<file path="config.mk">
export PLATFORM = sky130hd
export DESIGN_NAME = mccs_top
export DESIGN_NICKNAME = d
export VERILOG_FILES = /design/src/mccs_pkg.sv /design/src/mccs_sync2.sv /design/src/mccs_top.sv
export VERILOG_INCLUDE_DIRS = /design/src /design/src/src
export SDC_FILE = /design/constraint.sdc
export NUM_CORES = 1
export LEC_CHECK = 0
export ABC_AREA = 1
export BUFFER_PORTS_ARGS = -buffer_cell sky130_fd_sc_hd__buf_4
export CORE_MARGIN = 3
export CORE_UTILIZATION = 52
export CTS_CLUSTER_DIAMETER = 80
export DETAILED_ROUTE_END_ITERATION = 10
export GPL_ROUTABILITY_DRIVEN = 1
export GPL_TIMING_DRIVEN = 0
export PLACE_DENSITY = 0.73
export SYNTH_ARGS = -nofsm -noshare
export SYNTH_HDL_FRONTEND = slang
export SYNTH_SLANG_ARGS = --single-unit
</file>
<file path="constraint.sdc">
create_clock -name MCLK -period 5.4 [get_ports MCLK]
set_input_delay 0.27 -clock MCLK [delete_from_list [all_inputs] [get_ports MCLK]]
set_output_delay 0.27 -clock MCLK [all_outputs]
set_load 0.05 [all_outputs]
</file>
<file path="src/mccs_cfg.svh">
// Purpose: shared constants of the conversion sequencer and its serial slave
// Assumes: one 10 MHz clock
// Notes:   times are in their own unit, cycle counts are derived in the top
`ifndef MCCS_CFG_SVH
`define MCCS_CFG_SVH
`define CLK_MHZ       10
`define SLOTS         6
`define CNT_W         17
`define CT0_US        140
`define CT1_US        204
`define CT2_US        332
`define CT3_US        588
`define CT4_US        1100
`define CT5_US        2116
`define CT6_US        4156
`define CT7_US        8244
`define TMO_MS        28
`define TMO_W         19
`define MODE_SHUNT_B  0
`define MODE_BUS_B    1
`define MODE_CONT_B   2
`define SLV_ADDR      7'h40
`define BYTE_BITS     4'h8
`endif

</file>
<file path="src/mccs_pkg.sv">
// Purpose: types shared by the sequencer top and its ports
// Assumes: nothing beyond the constants header
// Notes:   mode bit 0 shunt, bit 1 bus, bit 2 continuous
package mccs_pkg;
    typedef struct packed {
        logic [2:0] ch_en;
        logic [2:0] mode;
        logic [2:0] shunt_ct;
        logic [2:0] bus_ct;
        logic [2:0] avg;
    } mccs_cfg_t;

    typedef struct packed {
        logic       active;
        logic [1:0] ch;
        logic       is_bus;
    } mccs_conv_t;

    typedef enum logic [0:0] {SQ_IDLE, SQ_CONV} mccs_sq_t;

    typedef enum logic [2:0] {I2_IDLE, I2_ADDR, I2_ACK, I2_RX, I2_TX, I2_TXACK} mccs_i2_t;
endpackage : mccs_pkg

</file>
<file path="src/mccs_sync2.sv">
// Purpose: two flip-flop synchroniser for asynchronous pin inputs
// Assumes: inputs idle at INIT
// Notes:   first stage is read by the second stage only
module mccs_sync2 #(
    parameter int unsigned    W    = 1,
    parameter logic [W-1:0]   INIT = '1
) (
    input  wire logic         clk,
    input  wire logic         rst_n,
    input  wire logic [W-1:0] d,
    output      logic [W-1:0] q
);
    logic [W-1:0] meta_r;

    always_ff @(posedge clk) begin
        if (!rst_n) begin
            meta_r <= INIT;
            q      <= INIT;
        end else begin
            meta_r <= d;
            q      <= meta_r;
        end
    end
endmodule : mccs_sync2

</file>
<file path="src/mccs_top.sv">
// Purpose: round-robin conversion sequencer with two-wire serial slave
// Assumes: converter presents its result in the last cycle of a conversion
// Notes:   config bits are plain ports; SCL and SDA are synchronised first
`include "mccs_cfg.svh"
// Operation
// - convert enabled slots in fixed repeating order
// - all six enabled: five others between repeats
// - shunt only, three channels: two others between
// - full sequence lasts three times shunt plus bus
// - separate shunt and bus times, same per channel
// - single slot restarts with no idle gap
// - conversion length set only by its time setting
// - conversion times span 140 us to 8.244 ms
// - averaging setting independent of conversion times
// - critical check uses each unaveraged shunt result
// - start is SDA falling while SCL high
// - address bits sampled on SCL rise, last is direction
// - acknowledge address by pulling SDA on ninth pulse
// - eight data bits then receiver acknowledge
// - SDA change with SCL high is start or stop
// - 28 ms timeout abandons a stalled transfer
// - sequence begins at lowest enabled slot
// - channel enables and mode bits pick slots
module mccs_top #(
    parameter int unsigned CNT_W       = `CNT_W,
    parameter int unsigned CT_CYC [8]  = '{`CT0_US * `CLK_MHZ, `CT1_US * `CLK_MHZ,
                                          `CT2_US * `CLK_MHZ, `CT3_US * `CLK_MHZ,
                                          `CT4_US * `CLK_MHZ, `CT5_US * `CLK_MHZ,
                                          `CT6_US * `CLK_MHZ, `CT7_US * `CLK_MHZ},
    parameter int unsigned TMO_CYC     = `TMO_MS * 1000 * `CLK_MHZ,
    parameter logic [6:0]  SLV_ADDR    = `SLV_ADDR
) (
    input  wire logic                 MCLK,
    input  wire logic                 RST_N,
    input  wire mccs_pkg::mccs_cfg_t  CFG,
    input  wire logic                 TRIG,
    input  wire logic [15:0]          ADC_DATA,
    input  wire logic [15:0]          CRIT_LIMIT,
    input  wire logic                 SCL_I,
    input  wire logic                 SDA_I,
    output      logic                 SDA_O,
    output      logic                 SDA_OE,
    output var  mccs_pkg::mccs_conv_t CONV,
    output      logic                 CONV_DONE,
    output      logic [15:0]          RESULT,
    output      logic [2:0]           AVG_CODE,
    output      logic                 CRIT_ALERT
);
    import mccs_pkg::*;

    // slot s: channel s/2, bus when s is odd
    function automatic logic [2:0] next_slot(input logic [2:0] cur, input logic [5:0] e);
        logic [2:0] r;
        logic       hit;
        int         idx;
        r   = cur;
        hit = 1'b0;
        for (int i = 1; i <= `SLOTS; i++) begin
            idx = (int'(cur) + i) % `SLOTS;
            if (!hit && e[idx]) begin
                r   = 3'(idx);
                hit = 1'b1;
            end
        end
        return r;
    endfunction : next_slot

    function automatic logic [CNT_W-1:0] ct_len(input logic [2:0] code);
        return CNT_W'(CT_CYC[code]);
    endfunction : ct_len

    mccs_sq_t         sq_state_r;
    logic [2:0]       slot_r;
    logic [2:0]       dslot_r;
    logic [CNT_W-1:0] cnt_r;
    logic             strt_r;
    logic [5:0]       en;
    logic [5:0]       en_q_r;
    logic             cont;
    logic             end_cyc;
    logic [2:0]       first;
    logic [2:0]       nxt;

    always_comb begin
        for (int s = 0; s < `SLOTS; s++) begin
            en[s] = CFG.ch_en[s / 2] &
                    ((s % 2 == 1) ? CFG.mode[`MODE_BUS_B] : CFG.mode[`MODE_SHUNT_B]);
        end
    end

    assign cont    = CFG.mode[`MODE_CONT_B];
    assign end_cyc = (sq_state_r == SQ_CONV) && (cnt_r == CNT_W'(1));
    assign first   = next_slot(3'(`SLOTS - 1), en);
    assign nxt     = next_slot(slot_r, en);

    // sequencer: next slot loads in the same edge the last one ends
    always_ff @(posedge MCLK) begin
        if (!RST_N) begin
            sq_state_r <= SQ_IDLE;
            slot_r     <= 3'h0;
            dslot_r    <= 3'h0;
            cnt_r      <= '0;
            strt_r     <= 1'b0;
            CONV       <= '0;
            CONV_DONE  <= 1'b0;
        end else begin
            strt_r    <= 1'b0;
            CONV_DONE <= 1'b0;
            unique case (sq_state_r)
                SQ_IDLE: begin
                    if (|en && (cont || TRIG)) begin
                        sq_state_r <= SQ_CONV;
                        slot_r     <= first;
                        cnt_r      <= ct_len(first[0] ? CFG.bus_ct : CFG.shunt_ct);
                        strt_r     <= 1'b1;
                        CONV       <= '{active: 1'b1, ch: first[2:1], is_bus: first[0]};
                    end
                end
                SQ_CONV: begin
                    if (end_cyc) begin
                        CONV_DONE <= 1'b1;
                        dslot_r   <= slot_r;
                        // single shot stops once the order wraps
                        if (!(|en) || (!cont && nxt <= slot_r)) begin
                            sq_state_r <= SQ_IDLE;
                            CONV       <= '0;
                        end else begin
                            slot_r <= nxt;
                            cnt_r  <= ct_len(nxt[0] ? CFG.bus_ct : CFG.shunt_ct);
                            strt_r <= 1'b1;
                            CONV   <= '{active: 1'b1, ch: nxt[2:1], is_bus: nxt[0]};
                        end
                    end else begin
                        cnt_r <= cnt_r - CNT_W'(1);
                    end
                end
            endcase
        end
    end

    // results; averaging code travels beside each result for the averager
    always_ff @(posedge MCLK) begin
        if (!RST_N) begin
            RESULT     <= 16'h0000;
            AVG_CODE   <= 3'h0;
            CRIT_ALERT <= 1'b0;
        end else if (end_cyc) begin
            RESULT   <= ADC_DATA;
            AVG_CODE <= CFG.avg;
            if (!slot_r[0]) begin
                CRIT_ALERT <= ADC_DATA > CRIT_LIMIT;
            end
        end
    end

    always_ff @(posedge MCLK) begin
        if (!RST_N) begin
            en_q_r <= 6'h00;
        end else begin
            en_q_r <= en;
        end
    end

    // serial slave
    logic             scl_s;
    logic             sda_s;
    logic             scl_p;
    logic             sda_p;
    logic             start_det;
    logic             stop_det;
    logic             rise;
    logic             fall;
    logic [`TMO_W-1:0] tmo_r;
    logic             tmo_hit;
    mccs_i2_t         i2_state_r;
    logic [3:0]       bit_r;
    logic [7:0]       sh_r;
    logic             rw_r;
    logic             hi_r;
    logic [15:0]      tx_r;
    logic [7:0]       tx_byte;

    mccs_sync2 #(
        .W    (2),
        .INIT (2'h3)
    ) u_sync (
        .clk   (MCLK),
        .rst_n (RST_N),
        .d     ({SCL_I, SDA_I}),
        .q     ({scl_s, sda_s})
    );

    always_ff @(posedge MCLK) begin
        if (!RST_N) begin
            scl_p <= 1'b1;
            sda_p <= 1'b1;
        end else begin
            scl_p <= scl_s;
            sda_p <= sda_s;
        end
    end

    assign start_det = scl_s && scl_p && sda_p && !sda_s;
    assign stop_det  = scl_s && scl_p && !sda_p && sda_s;
    assign rise      = scl_s && !scl_p;
    assign fall      = !scl_s && scl_p;
    assign tmo_hit   = tmo_r == `TMO_W'(TMO_CYC - 1);
    assign tx_byte   = hi_r ? tx_r[15:8] : tx_r[7:0];

    // lock-up guard: counts while a transfer is open and SCL sits low
    always_ff @(posedge MCLK) begin
        if (!RST_N) begin
            tmo_r <= '0;
        end else if (i2_state_r == I2_IDLE || scl_s || tmo_hit) begin
            tmo_r <= '0;
        end else begin
            tmo_r <= tmo_r + `TMO_W'(1);
        end
    end

    always_ff @(posedge MCLK) begin
        if (!RST_N) begin
            i2_state_r <= I2_IDLE;
            bit_r      <= 4'h0;
            sh_r       <= 8'h00;
            rw_r       <= 1'b0;
            hi_r       <= 1'b1;
            tx_r       <= 16'h0000;
            SDA_OE     <= 1'b0;
            SDA_O      <= 1'b0;
        end else if (start_det) begin
            i2_state_r <= I2_ADDR;
            bit_r      <= 4'h0;
            SDA_OE     <= 1'b0;
        end else if (stop_det || tmo_hit) begin
            i2_state_r <= I2_IDLE;
            SDA_OE     <= 1'b0;
        end else begin
            unique case (i2_state_r)
                I2_IDLE: begin
                end
                I2_ADDR, I2_RX: begin
                    if (rise) begin
                        sh_r  <= {sh_r[6:0], sda_s};
                        bit_r <= bit_r + 4'h1;
                    end else if (fall && bit_r == `BYTE_BITS) begin
                        bit_r <= 4'h0;
                        if (i2_state_r == I2_RX) begin
                            rw_r       <= 1'b0;
                            SDA_OE     <= 1'b1;
                            i2_state_r <= I2_ACK;
                        end else if (sh_r[7:1] == SLV_ADDR) begin
                            rw_r       <= sh_r[0];
                            tx_r       <= RESULT;
                            hi_r       <= 1'b1;
                            SDA_OE     <= 1'b1;
                            i2_state_r <= I2_ACK;
                        end else begin
                            i2_state_r <= I2_IDLE;
                        end
                    end
                end
                I2_ACK: begin
                    if (fall) begin
                        if (rw_r) begin
                            sh_r       <= tx_byte;
                            SDA_OE     <= !tx_byte[7];
                            hi_r       <= !hi_r;
                            i2_state_r <= I2_TX;
                        end else begin
                            SDA_OE     <= 1'b0;
                            i2_state_r <= I2_RX;
                        end
                    end
                end
                I2_TX: begin
                    if (rise) begin
                        bit_r <= bit_r + 4'h1;
                    end else if (fall) begin
                        if (bit_r == `BYTE_BITS) begin
                            bit_r      <= 4'h0;
                            SDA_OE     <= 1'b0;
                            i2_state_r <= I2_TXACK;
                        end else begin
                            sh_r   <= {sh_r[6:0], 1'b0};
                            SDA_OE <= !sh_r[6];
                        end
                    end
                end
                I2_TXACK: begin
                    // a not-acknowledge from the master ends the read
                    if (rise && sda_s) begin
                        i2_state_r <= I2_IDLE;
                    end else if (fall) begin
                        sh_r       <= tx_byte;
                        SDA_OE     <= !tx_byte[7];
                        hi_r       <= !hi_r;
                        i2_state_r <= I2_TX;
                    end
                end
            endcase
        end
    end
endmodule : mccs_top

</file>
* Word level (Yosys, flattened, before mapping) *
Memory sizes are Yosys's and may differ from the RTL's.
Index checks and enable logic that the tools add are counted.

word-level totals
  bits in registers = 105
  memory bits (read-only) = 512
  bits of input ports = 52
  output and inout port bits = 27
  memories kept = 2

memory list
  name              depth  width  rd ports  clocked after Yosys merged registers in  wr ports  line            RTL
  (name not given)  8      32     1         0                                        0         mccs_top.sv:69  return CNT_W'(CT_CYC[code]);
  (name not given)  8      32     1         0                                        0         mccs_top.sv:69

cells by class
  add/subtract/negate cells = 9
  divide/modulo/power cells = 6
  $lt $le $gt $ge = 10
  equality and inequality tests = 38
  muxes and demuxes = 115
  bitwise operators = 15
  reductions and logical operators = 70

operators by type and width
  cell                   count
  $lt 32x5->1 const B    6
  $mod 32x4->32 const B  6
  $mux 17                7
  $mux 3                 26
  $mux 8                 9
  $mux 1                 48
  $pmux 17 s2            1
  $mux 4                 8
  $pmux 8 s4             1
  $ne 2x2->1 const B     15
  $ne 4x4->1 const B     6
  $logic_and 1x1->1      22
  $reduce_and 11->1      2
  $add 19x1->19 const B  1
  $eq 19x19->1 const B   1
  $logic_not 1->1        19
  $bmux 1 s3             6
  $ne 3x3->1 const B     6
  $eq 17x1->1 const B    1
  $sub 17x1->17 const B  1
  $gt 16x16->1           1
  $pmux 4 s2             2
  $reduce_and 8->1       2
  $add 3x3->4 const B    3
  36 further kinds       63

* Logic depth before layout (Yosys ltp) *
Gate-level depths: netlist of the first run.

  depth after elaboration = 29
  mapped depth = 37
  mapped depth without buffers = 37

* Modules after synthesis *
From an unflattened synthesis of the first run, not the netlist that was laid out.

unflattened totals
  cells, all modules = 1042
  area, all modules = 6911.6 um2

by module, submodules not included
  module      instances  cells an instance  area each (um2)  sequential area each (um2)
  mccs_top    1          1030               6801.5           2021.9
  mccs_sync2  1          12                 110.1            80.1

* Worst setup path before layout of the first run *
OpenSTA, ideal clock, no wires.

  path type = flip-flop to flip-flop
  from = reg slot_r[1]
  to = reg cnt_r[2]
  library setup time = 0.115 ns
  arrival = 4.104 ns
  data required time = 5.285 ns
  slack = 1.181 ns
  cell stages (with the launch flop) = 35
  path buffers = 1
  period minus slack after synthesis = 4.219 ns
  path through = dfxtp_1 -> inv_1 -> ha_1 -> a21oi_2 -> inv_1 -> ha_1 -> nor2_1 -> nand2_1 -> nand2_1 -> nand2_1 -> nand2_1 -> nand2_1 -> inv_1 -> nand3_1 -> nand2_2 -> inv_1 -> nand3b_1 -> inv_1 -> nand2_1 -> nand2_1 -> inv_1 -> nand2_1 -> nand2_1 -> nand2_1 -> ha_1 -> nand2_1 -> o21ai_0 -> a21oi_1 -> or2_2 -> nand2_1 -> nand2_1 -> inv_1 -> clkbuf_1 -> a311oi_1 -> o21a_1

on the way
  longest elaborated chain between the ends = 29

ends and longest elaborated chain
  what                                         line             RTL
  from (decl)                                  mccs_top.sv:73   logic [2:0] slot_r;
  from (signal assigned)                       mccs_top.sv:113  slot_r <= first;
  from (signal assigned)                       mccs_top.sv:128  slot_r <= nxt;
  $add 3x1->4                                  mccs_top.sv:59   idx = (int'(cur) + i) % `SLOTS;
  $mod 32x4->32 (no line)                      --
  $bmux 1 s3                                   mccs_top.sv:60   if (!hit && e[idx]) begin
  $mux 1 (implied by the code) (2 in series)   mccs_top.sv:60
  $mux 1                                       mccs_top.sv:60
  $logic_not 1->1                              mccs_top.sv:60
  $logic_and 1x1->1                            mccs_top.sv:60
  $mux 1                                       mccs_top.sv:60
  [... 11 more ...]                            --
  $mux 3                                       mccs_top.sv:60
  $mux 3                                       mccs_top.sv:129  cnt_r <= ct_len(nxt[0] ? CFG.bus_ct : CFG.shunt_ct);
  $not 3->4 (implied by the code)              mccs_top.sv:69
  $mem_v2 8x32                                 --
  $mux 17 (implied by the code) (2 in series)  mccs_top.sv:69
  $mux 17                                      mccs_top.sv:124  if (!(|en) || (!cont && nxt <= slot_r)) begin
  $mux 17                                      mccs_top.sv:120  if (end_cyc) begin
  $pmux 17 s2                                  mccs_top.sv:109  unique case (sq_state_r)
  to (signal assigned)                         mccs_top.sv:114  cnt_r <= ct_len(first[0] ? CFG.bus_ct : CFG.shunt_ct);
  to (signal assigned)                         mccs_top.sv:129
  to (signal assigned)                         mccs_top.sv:134  cnt_r <= cnt_r - CNT_W'(1);
  to (decl)                                    mccs_top.sv:75   logic [CNT_W-1:0] cnt_r;

Parallel ways exist; a longest one is shown, timed or not. The select of a mux whose other input is x is not followed.
A chain may end at the register's enable or synchronous reset.

* Worst setup path after layout of the first run *
  from = reg slot_r[2]
  to = reg cnt_r[2]

The elaborated chain is that of the path after synthesis.

==> flow_summary.ini, run 1 <==
[yosys]
synth_enable_flop_cells = 0
synth_fp_nets = 1119
syn_avg_cell_area_um2 = 6.62
post_synth_and_or_nand_nor_area_fraction_pct = 30.2
syn_inst = 1027
fraction_of_synthesis_flops_using_an_asynchronous_set_or_reset_pin_pct = 0
synth_compound_area_share_pct = 18.3
ys_seq_area_share_pct = 30.9
synthMuxAreaShare_pct = 0.147
synth-adder-area-share_pct = 7.36
syn-cell-area_mm2 = 0.00680
synth_xor_area_share_pct = 2.19
yosysWarnings = 0
yosysUniqueCellTypes = 51
synth_top_family_by_area = simple AND/OR/NAND/NOR gates
ys_ff_latch = 105
ys_flop_type = sky130_fd_sc_hd__dfxtp_1

[global_route]
grt_max_degree = 17
remaining_global_route_overflow = 0
grt_antenna_before_repair = 0
first_global_vias = 6023
grt_util_all_layers_pct = 23.7
global_route_wire_length_before_repair_um = 28100

[power]
power.density_mw_per_mm2 = 534
power.share.clock_pct = 14.6
fraction_of_power_spent_switching_nets_pct = 50.8
max-vdd-ir-drop_mv = 0.394
power_report.internal_total_mw = 2.07
combPwrFrac_pct = 63.4
leakagePower_nw = 3.63
power.net_switching_mw = 2.14
share_seq_of_total_power_pct = 22.0

[floorplan]
io-pin-count = 79
floorplan.initialDensity_pct = 53.4
dieWidth_um = 120
die_area_mm2 = 0.0145
floorplan.die.height_um = 120
placement_rows = 41
core_region_area_mm2 = 0.0127

[finish]
nets = 1207
final_layout_size_suffix_gt1_share_pct = 13.7
stdcell_count = 1292
layout_commonest_cell = sky130_fd_sc_hd__nand2_1
flow.area_growth_from_synthesis_pct = 15.9
most-common-layout-cells = sky130_fd_sc_hd__nand2_1 (196), sky130_fd_sc_hd__inv_1 (156), sky130_fd_sc_hd__dfxtp_1 (105)
number_of_diodes_added_for_antenna_fixing = 0
final_core_utilization_pct = 61.9

[sta]
slew_headroom_pct = 47.3
finalHoldViolations = 0
final.setup_skew_ps = 9.46
finalMaxSlewViolations = 0
layout_min_cycle_time_ps = 4870
setup-violations-final = 0
tns_ps = 0
final.period_utilization_pct = 90.2
rsz0062_at_grt = false
fmax_ghz = 0.205
worstMarginPinSlew_ps = 783

[placement]
post-place-cells = 1276
port_buffers = 77
gp_congestion = 0.959
post-dp-hpwl_um = 13600

[route]
drt.antenna.violating_nets = 0
route.vias.total = 6762
routed.top_layer = met4
drt-met1-wl_um = 8310
drt_drc_violations_left = 0
finalWirelength_um = 17200
detail_route.vias_per_cell = 5.23
drt_pass1_iterations = 5
route.met3.wl_um = 955
detail_route.iter0.violations = 494
post_drt_wl_per_cell_um = 13.3
met2WireLength_um = 7690

[worst_setup_path]
worstPathArrival_ps = 5170
setup.worst_path.start_class = flip-flop
cp_common_cell = sky130_fd_sc_hd__nand2_1
crit_slowest_cell = sky130_fd_sc_hd__dfxtp_1
worst-setup-path-type = flip-flop to flip-flop
cp_slowest_stage_delay_ps = 520
worstPathMaxFanout = 10
data_required_critical_path_ps = 5700
timing.critical_path.to_type = flip-flop

[cts]
cts.reportedPaths.clkPinSlew_ps = 70
tritoncts = done
cts-root-buf = sky130_fd_sc_hd__clkbuf_16
htreeDepth = 3
cts.sinks = 105
worstSkewPairLatency_ps = 350
cts.path.max_buffers = 2
cts_inserted_buffers = 9

[worst_hold_path]
holdCritPathClass = input pin to flip-flop

[run]
drv_cap = 0

[outcome]
outcome = finished clean
==> Yosys cell counts, drive strengths merged, types with 5 or more instances <==
master	count	share of area, %
a211oi	8	0.88
a21oi	99	7.6
a31oi	5	0.55
clkbuf	21	1.2
dfxtp	105	31
ha	40	7.4
inv	163	9.0
nand2	220	13
nand3	49	4.0
nand4	22	2.5
nor2	104	5.9
nor3	23	1.7
nor4	9	0.83
o211ai	7	0.77
o21ai	88	6.5
o31ai	8	0.88
or2	13	1.2
xor2	13	1.7
==> cell type report <==
class	instances	area [um^2]
Clock buffer	11	243
Sequential cell	105	2100
Tap cell	172	215
Clock inverter	5	31.3
Timing Repair Buffer	77	578
Inverter	166	626
Fill cell	1282	4840
Buffer	25	113
Multi-Input combinational cell	731	3970
==> stage by stage <==
stage / power (mW) / instance area [um^2] / hold WS (ps) / setup slack [ps]
final: 4.21 / 7880 / 109 / 531
after global routing: 4.59 / 7880 / 103 / 14.6
after CTS: 4.20 / 7870 / 101 / 376
after detailed placement: 3.58 / 7590 / 412 / 374
after global placement: 3.54 / 7590 / 395 / 379
after floorplan: 3.04 / 6800 / 359 / 1180
==> timing repair <==
item	in CTS	in global routing
setup endpoints to repair	0	20
hold buffers	0	0
gates resized for setup	0	7
buffers inserted	0	0
==> worst paths after layout <==
path / start / to / slack, ps / cells after the start
hold reg to reg: u_sync.meta_r[1] / u_sync.q[1] / 420 / 1
setup reg to reg: slot_r[2] / cnt_r[2] / 530 / 29
setup / recovery: slot_r[2] / cnt_r[2] / 530 / 29
hold / removal: SCL_I / u_sync.meta_r[1] / 110 / 2
==> worst max-delay path, delay by kind of cell (launching register included) <==
kind                     cells  cell delay (ps)
AO/OA/AOI/OAI                8             1370
buffers and inverters        5              650
AND/OR/NAND/NOR             13             1370
adder cells (fa/ha/maj)      3              900
flip-flops                   1              520
==> power groups by stage <==
stage	Sequential (mW)	Clock, mW	Combinational (mW)
after detailed placement	0.943	0	2.64
after floorplan	0.975	0	2.07
after CTS	0.926	0.627	2.64
after global routing	0.938	0.656	3.00
after global placement	0.943	0	2.60
final	0.927	0.614	2.67
==> kinds of logic (layout without fill, tap and decap cells) <==
logic type	count (synthesis)	count (layout)
and+or+nand+nor	447	447
AOI/OAI and AO/OA	225	225
buffers and inverters	191	284
DFF	105	105
adders and majority gates	40	40
xor gates and xnor gates	17	17
other	1	1
muxes	1	1
==> routing by layer <==
| layer | vias to the layer above | global-route usage, % |
|---|---|---|
| met1 | 3027 | 33.3 |
| met5 | - | 0 |
| li1 | 3535 | - |
| met3 | 19 | 4.72 |
| met2 | 181 | 37.7 |
| met4 | 0 | 5.81 |
==> sequential cells by signal, indices dropped and copies added (netlist names) <==
signal / cells
AVG_CODE: 3
CONV: 4
CONV_DONE: 1
CRIT_ALERT: 1
RESULT: 16
SDA_OE: 1
bit_r: 4
cnt_r: 17
hi_r: 1
i2_state_r: 3
rw_r: 1
scl_p: 1
sda_p: 1
sh_r: 8
slot_r: 3
sq_state_r: 1
tmo_r: 19
tx_r: 16
u_sync.meta_r: 2
u_sync.q: 2
No activity file was read; power rests on OpenSTA's default activity.
==> run 2: changes to the inputs <==
--- a/config.mk
+++ b/config.mk
@@ -9,12 +9,12 @@
 export ABC_AREA = 1
 export BUFFER_PORTS_ARGS = -buffer_cell sky130_fd_sc_hd__buf_4
 export CORE_MARGIN = 3
-export CORE_UTILIZATION = 52
+export CORE_UTILIZATION = 40
 export CTS_CLUSTER_DIAMETER = 80
 export DETAILED_ROUTE_END_ITERATION = 10
 export GPL_ROUTABILITY_DRIVEN = 1
 export GPL_TIMING_DRIVEN = 0
-export PLACE_DENSITY = 0.73
+export PLACE_DENSITY = 0.59
 export SYNTH_ARGS = -nofsm -noshare
 export SYNTH_HDL_FRONTEND = slang
 export SYNTH_SLANG_ARGS = --single-unit
==> run 2 against run 1 <==
Wire length up 7.1%. Non-clock buffer count rose by 3. Sequential share of layout area is 0.31 points lower. Clock power rose by 8.8%. Worst setup slack better by 46 ps.
==> flow_summary.ini, run 2 (synthesis results as in run 1) <==
[outcome]
outcome = finished clean

[worst_setup_path]
reg2regPathDepth = 28
reg2reg_from = slot_r[2]
r2r_setup_slk_ps = 580
timing.critical_path.to_type = flip-flop
critical_path.reg2reg.endpoint = cnt_r[14]
cp_slowest_stage_delay_ps = 570
worstSetupStartpoint = slot_r[2]
worst-setup-path-type = flip-flop to flip-flop
setup.worst_path.start_class = flip-flop
worstPathMaxFanout = 9
data_required_critical_path_ps = 5690
cp_common_cell = sky130_fd_sc_hd__nand2_1
worstPathArrival_ps = 5110
crit_slowest_cell = sky130_fd_sc_hd__nor3_1

[sta]
final.period_utilization_pct = 89.3
layout_min_cycle_time_ps = 4820
worstMarginPinSlew_ps = 716
rsz0062_at_grt = false
holdWs_ps = 103
slew_headroom_pct = 52.3
finalMaxSlewViolations = 0
final.setup_skew_ps = 13.2
finalHoldViolations = 0
tns_ps = 0
fmax_ghz = 0.207
setup-violations-final = 0

[power]
fraction_of_power_spent_switching_nets_pct = 51.2
power_report.internal_total_mw = 2.10
power.density_mw_per_mm2 = 538
power.net_switching_mw = 2.20
share_seq_of_total_power_pct = 21.6
combPwrFrac_pct = 62.8
power.share.clock_pct = 15.6
leakagePower_nw = 3.64
max-vdd-ir-drop_mv = 0.365

[route]
detail_route.iter0.violations = 379
post_drt_wl_per_cell_um = 13.7
drt_drc_violations_left = 0
detail_route.vias_per_cell = 5.02
route.vias.total = 6736
drt.antenna.violating_nets = 0
finalWirelength_um = 18400
drt_pass1_iterations = 5

[finish]
n_fill_cell = 1815
layout_commonest_cell = sky130_fd_sc_hd__nand2_1
most-common-layout-cells = sky130_fd_sc_hd__nand2_1 (196), sky130_fd_sc_hd__inv_1 (155), sky130_fd_sc_hd__dfxtp_1 (102), sky130_fd_sc_hd__nor2_1 (102), sky130_fd_sc_hd__a21oi_1 (95)
number_of_diodes_added_for_antenna_fixing = 0
nets = 1210
stdcell_count = 1343
flow.area_growth_from_synthesis_pct = 17.5
registers_with_the_most_flip_flops = tmo_r x19, cnt_r x17
largest-register = tmo_r
final_layout_size_suffix_gt1_share_pct = 14.2
post-route-cell-area_mm2 = 0.00799
largest_register_ff_count = 19

[placement]
post-dp-hpwl_um = 14400
placed_cell_area_mm2 = 0.00765
post-place-cells = 1324
gp_congestion = 0.918
port_buffers = 77

[cts]
htreeDepth = 3
cts.sinks = 105
cts_inserted_buffers = 9
tritoncts = done
cts.reportedPaths.clkPinSlew_ps = 80
worstSkewPairLatency_ps = 360
cts.path.max_buffers = 2
cts-root-buf = sky130_fd_sc_hd__clkbuf_16

[global_route]
global_route_wire_length_before_repair_um = 30600
grt_antenna_before_repair = 0
grt_util_all_layers_pct = 20.3
remaining_global_route_overflow = 0
first_global_vias = 6257
grt_max_degree = 20

[worst_hold_path]
hold_end = u_sync.meta_r[1]
holdCritStartpoint = SCL_I
holdCritPathClass = input pin to flip-flop
hold_path_depth = 2

[floorplan]
io-pin-count = 79
placement_rows = 47
floorplan.die.height_um = 136
dieWidth_um = 136
core_region_area_mm2 = 0.0166
floorplan.initialDensity_pct = 41.0
die_area_mm2 = 0.0186

[run]
drv_cap = 0
run 2: area by class of cell:
| class | instances | area (um^2) | area share (%) |
|---|---|---|---|
| multi-input cells | 731 | 3970 | 49.7 |
| well taps | 220 | 275 | 3.45 |
| inverters | 166 | 629 | 7.88 |
| flip-flops and latches | 105 | 2110 | 26.4 |
| clock inverters | 6 | 57.6 | 0.721 |
| plain buffers | 25 | 113 | 1.41 |
| clock buffers | 10 | 239 | 2.99 |
| repair buffers | 80 | 601 | 7.52 |
run 2: worst max path at each step:
stage / endpoint / cells past startpoint / slack (ps)
after floorplan: cnt_r[2] / 34 / 1180
after global routing: cnt_r[2] / 29 / 120
after CTS: cnt_r[11] / 34 / 290
after global placement: cnt_r[2] / 34 / 330
final: cnt_r[14] / 28 / 580
after detailed placement: cnt_r[2] / 34 / 360
run 2: layer usage:
layer	wire (um)	track usage (%)
met1	9240	29.0
met2	8240	32.0
met3	745	3.77
met4	195	4.54
met5	0	0
run 2: through the flow:
stage	setup slack (ps)	power [mW]	utilization [%]
after floorplan	1180	3.04	-
final	577	4.30	48.2
after global placement	331	3.58	46.1
after detailed placement	363	3.59	46.1
after global routing	118	4.74	48.2
after CTS	286	4.28	47.9
run 2: critical path: cells and delay by family, from the launching register on:
kind,cells,cell delay (ps)
AND/OR/NAND/NOR,16,2230
flip-flops,1,420
adder cells (fa/ha/maj),3,780
buffers and inverters,3,280
AO/OA/AOI/OAI,6,1000
run 2: timing repair:
action / 4_1_cts / 5_1_grt
setup endpoints to repair: 0 / 22
endpoints found under the hold margin: 0 / 0
buffers inserted: 0 / 3
hold buffers: 0 / 0
gates resized for setup: 0 / 10
run 2: power by group through the flow:
stage | sequential (mW) | combinational (mW) | clock [mW]
after CTS | 0.923 | 2.67 | 0.684
after global placement | 0.939 | 2.64 | 0
after floorplan | 0.975 | 2.07 | 0
after detailed placement | 0.939 | 2.66 | 0
after global routing | 0.941 | 3.09 | 0.708
final | 0.928 | 2.70 | 0.668
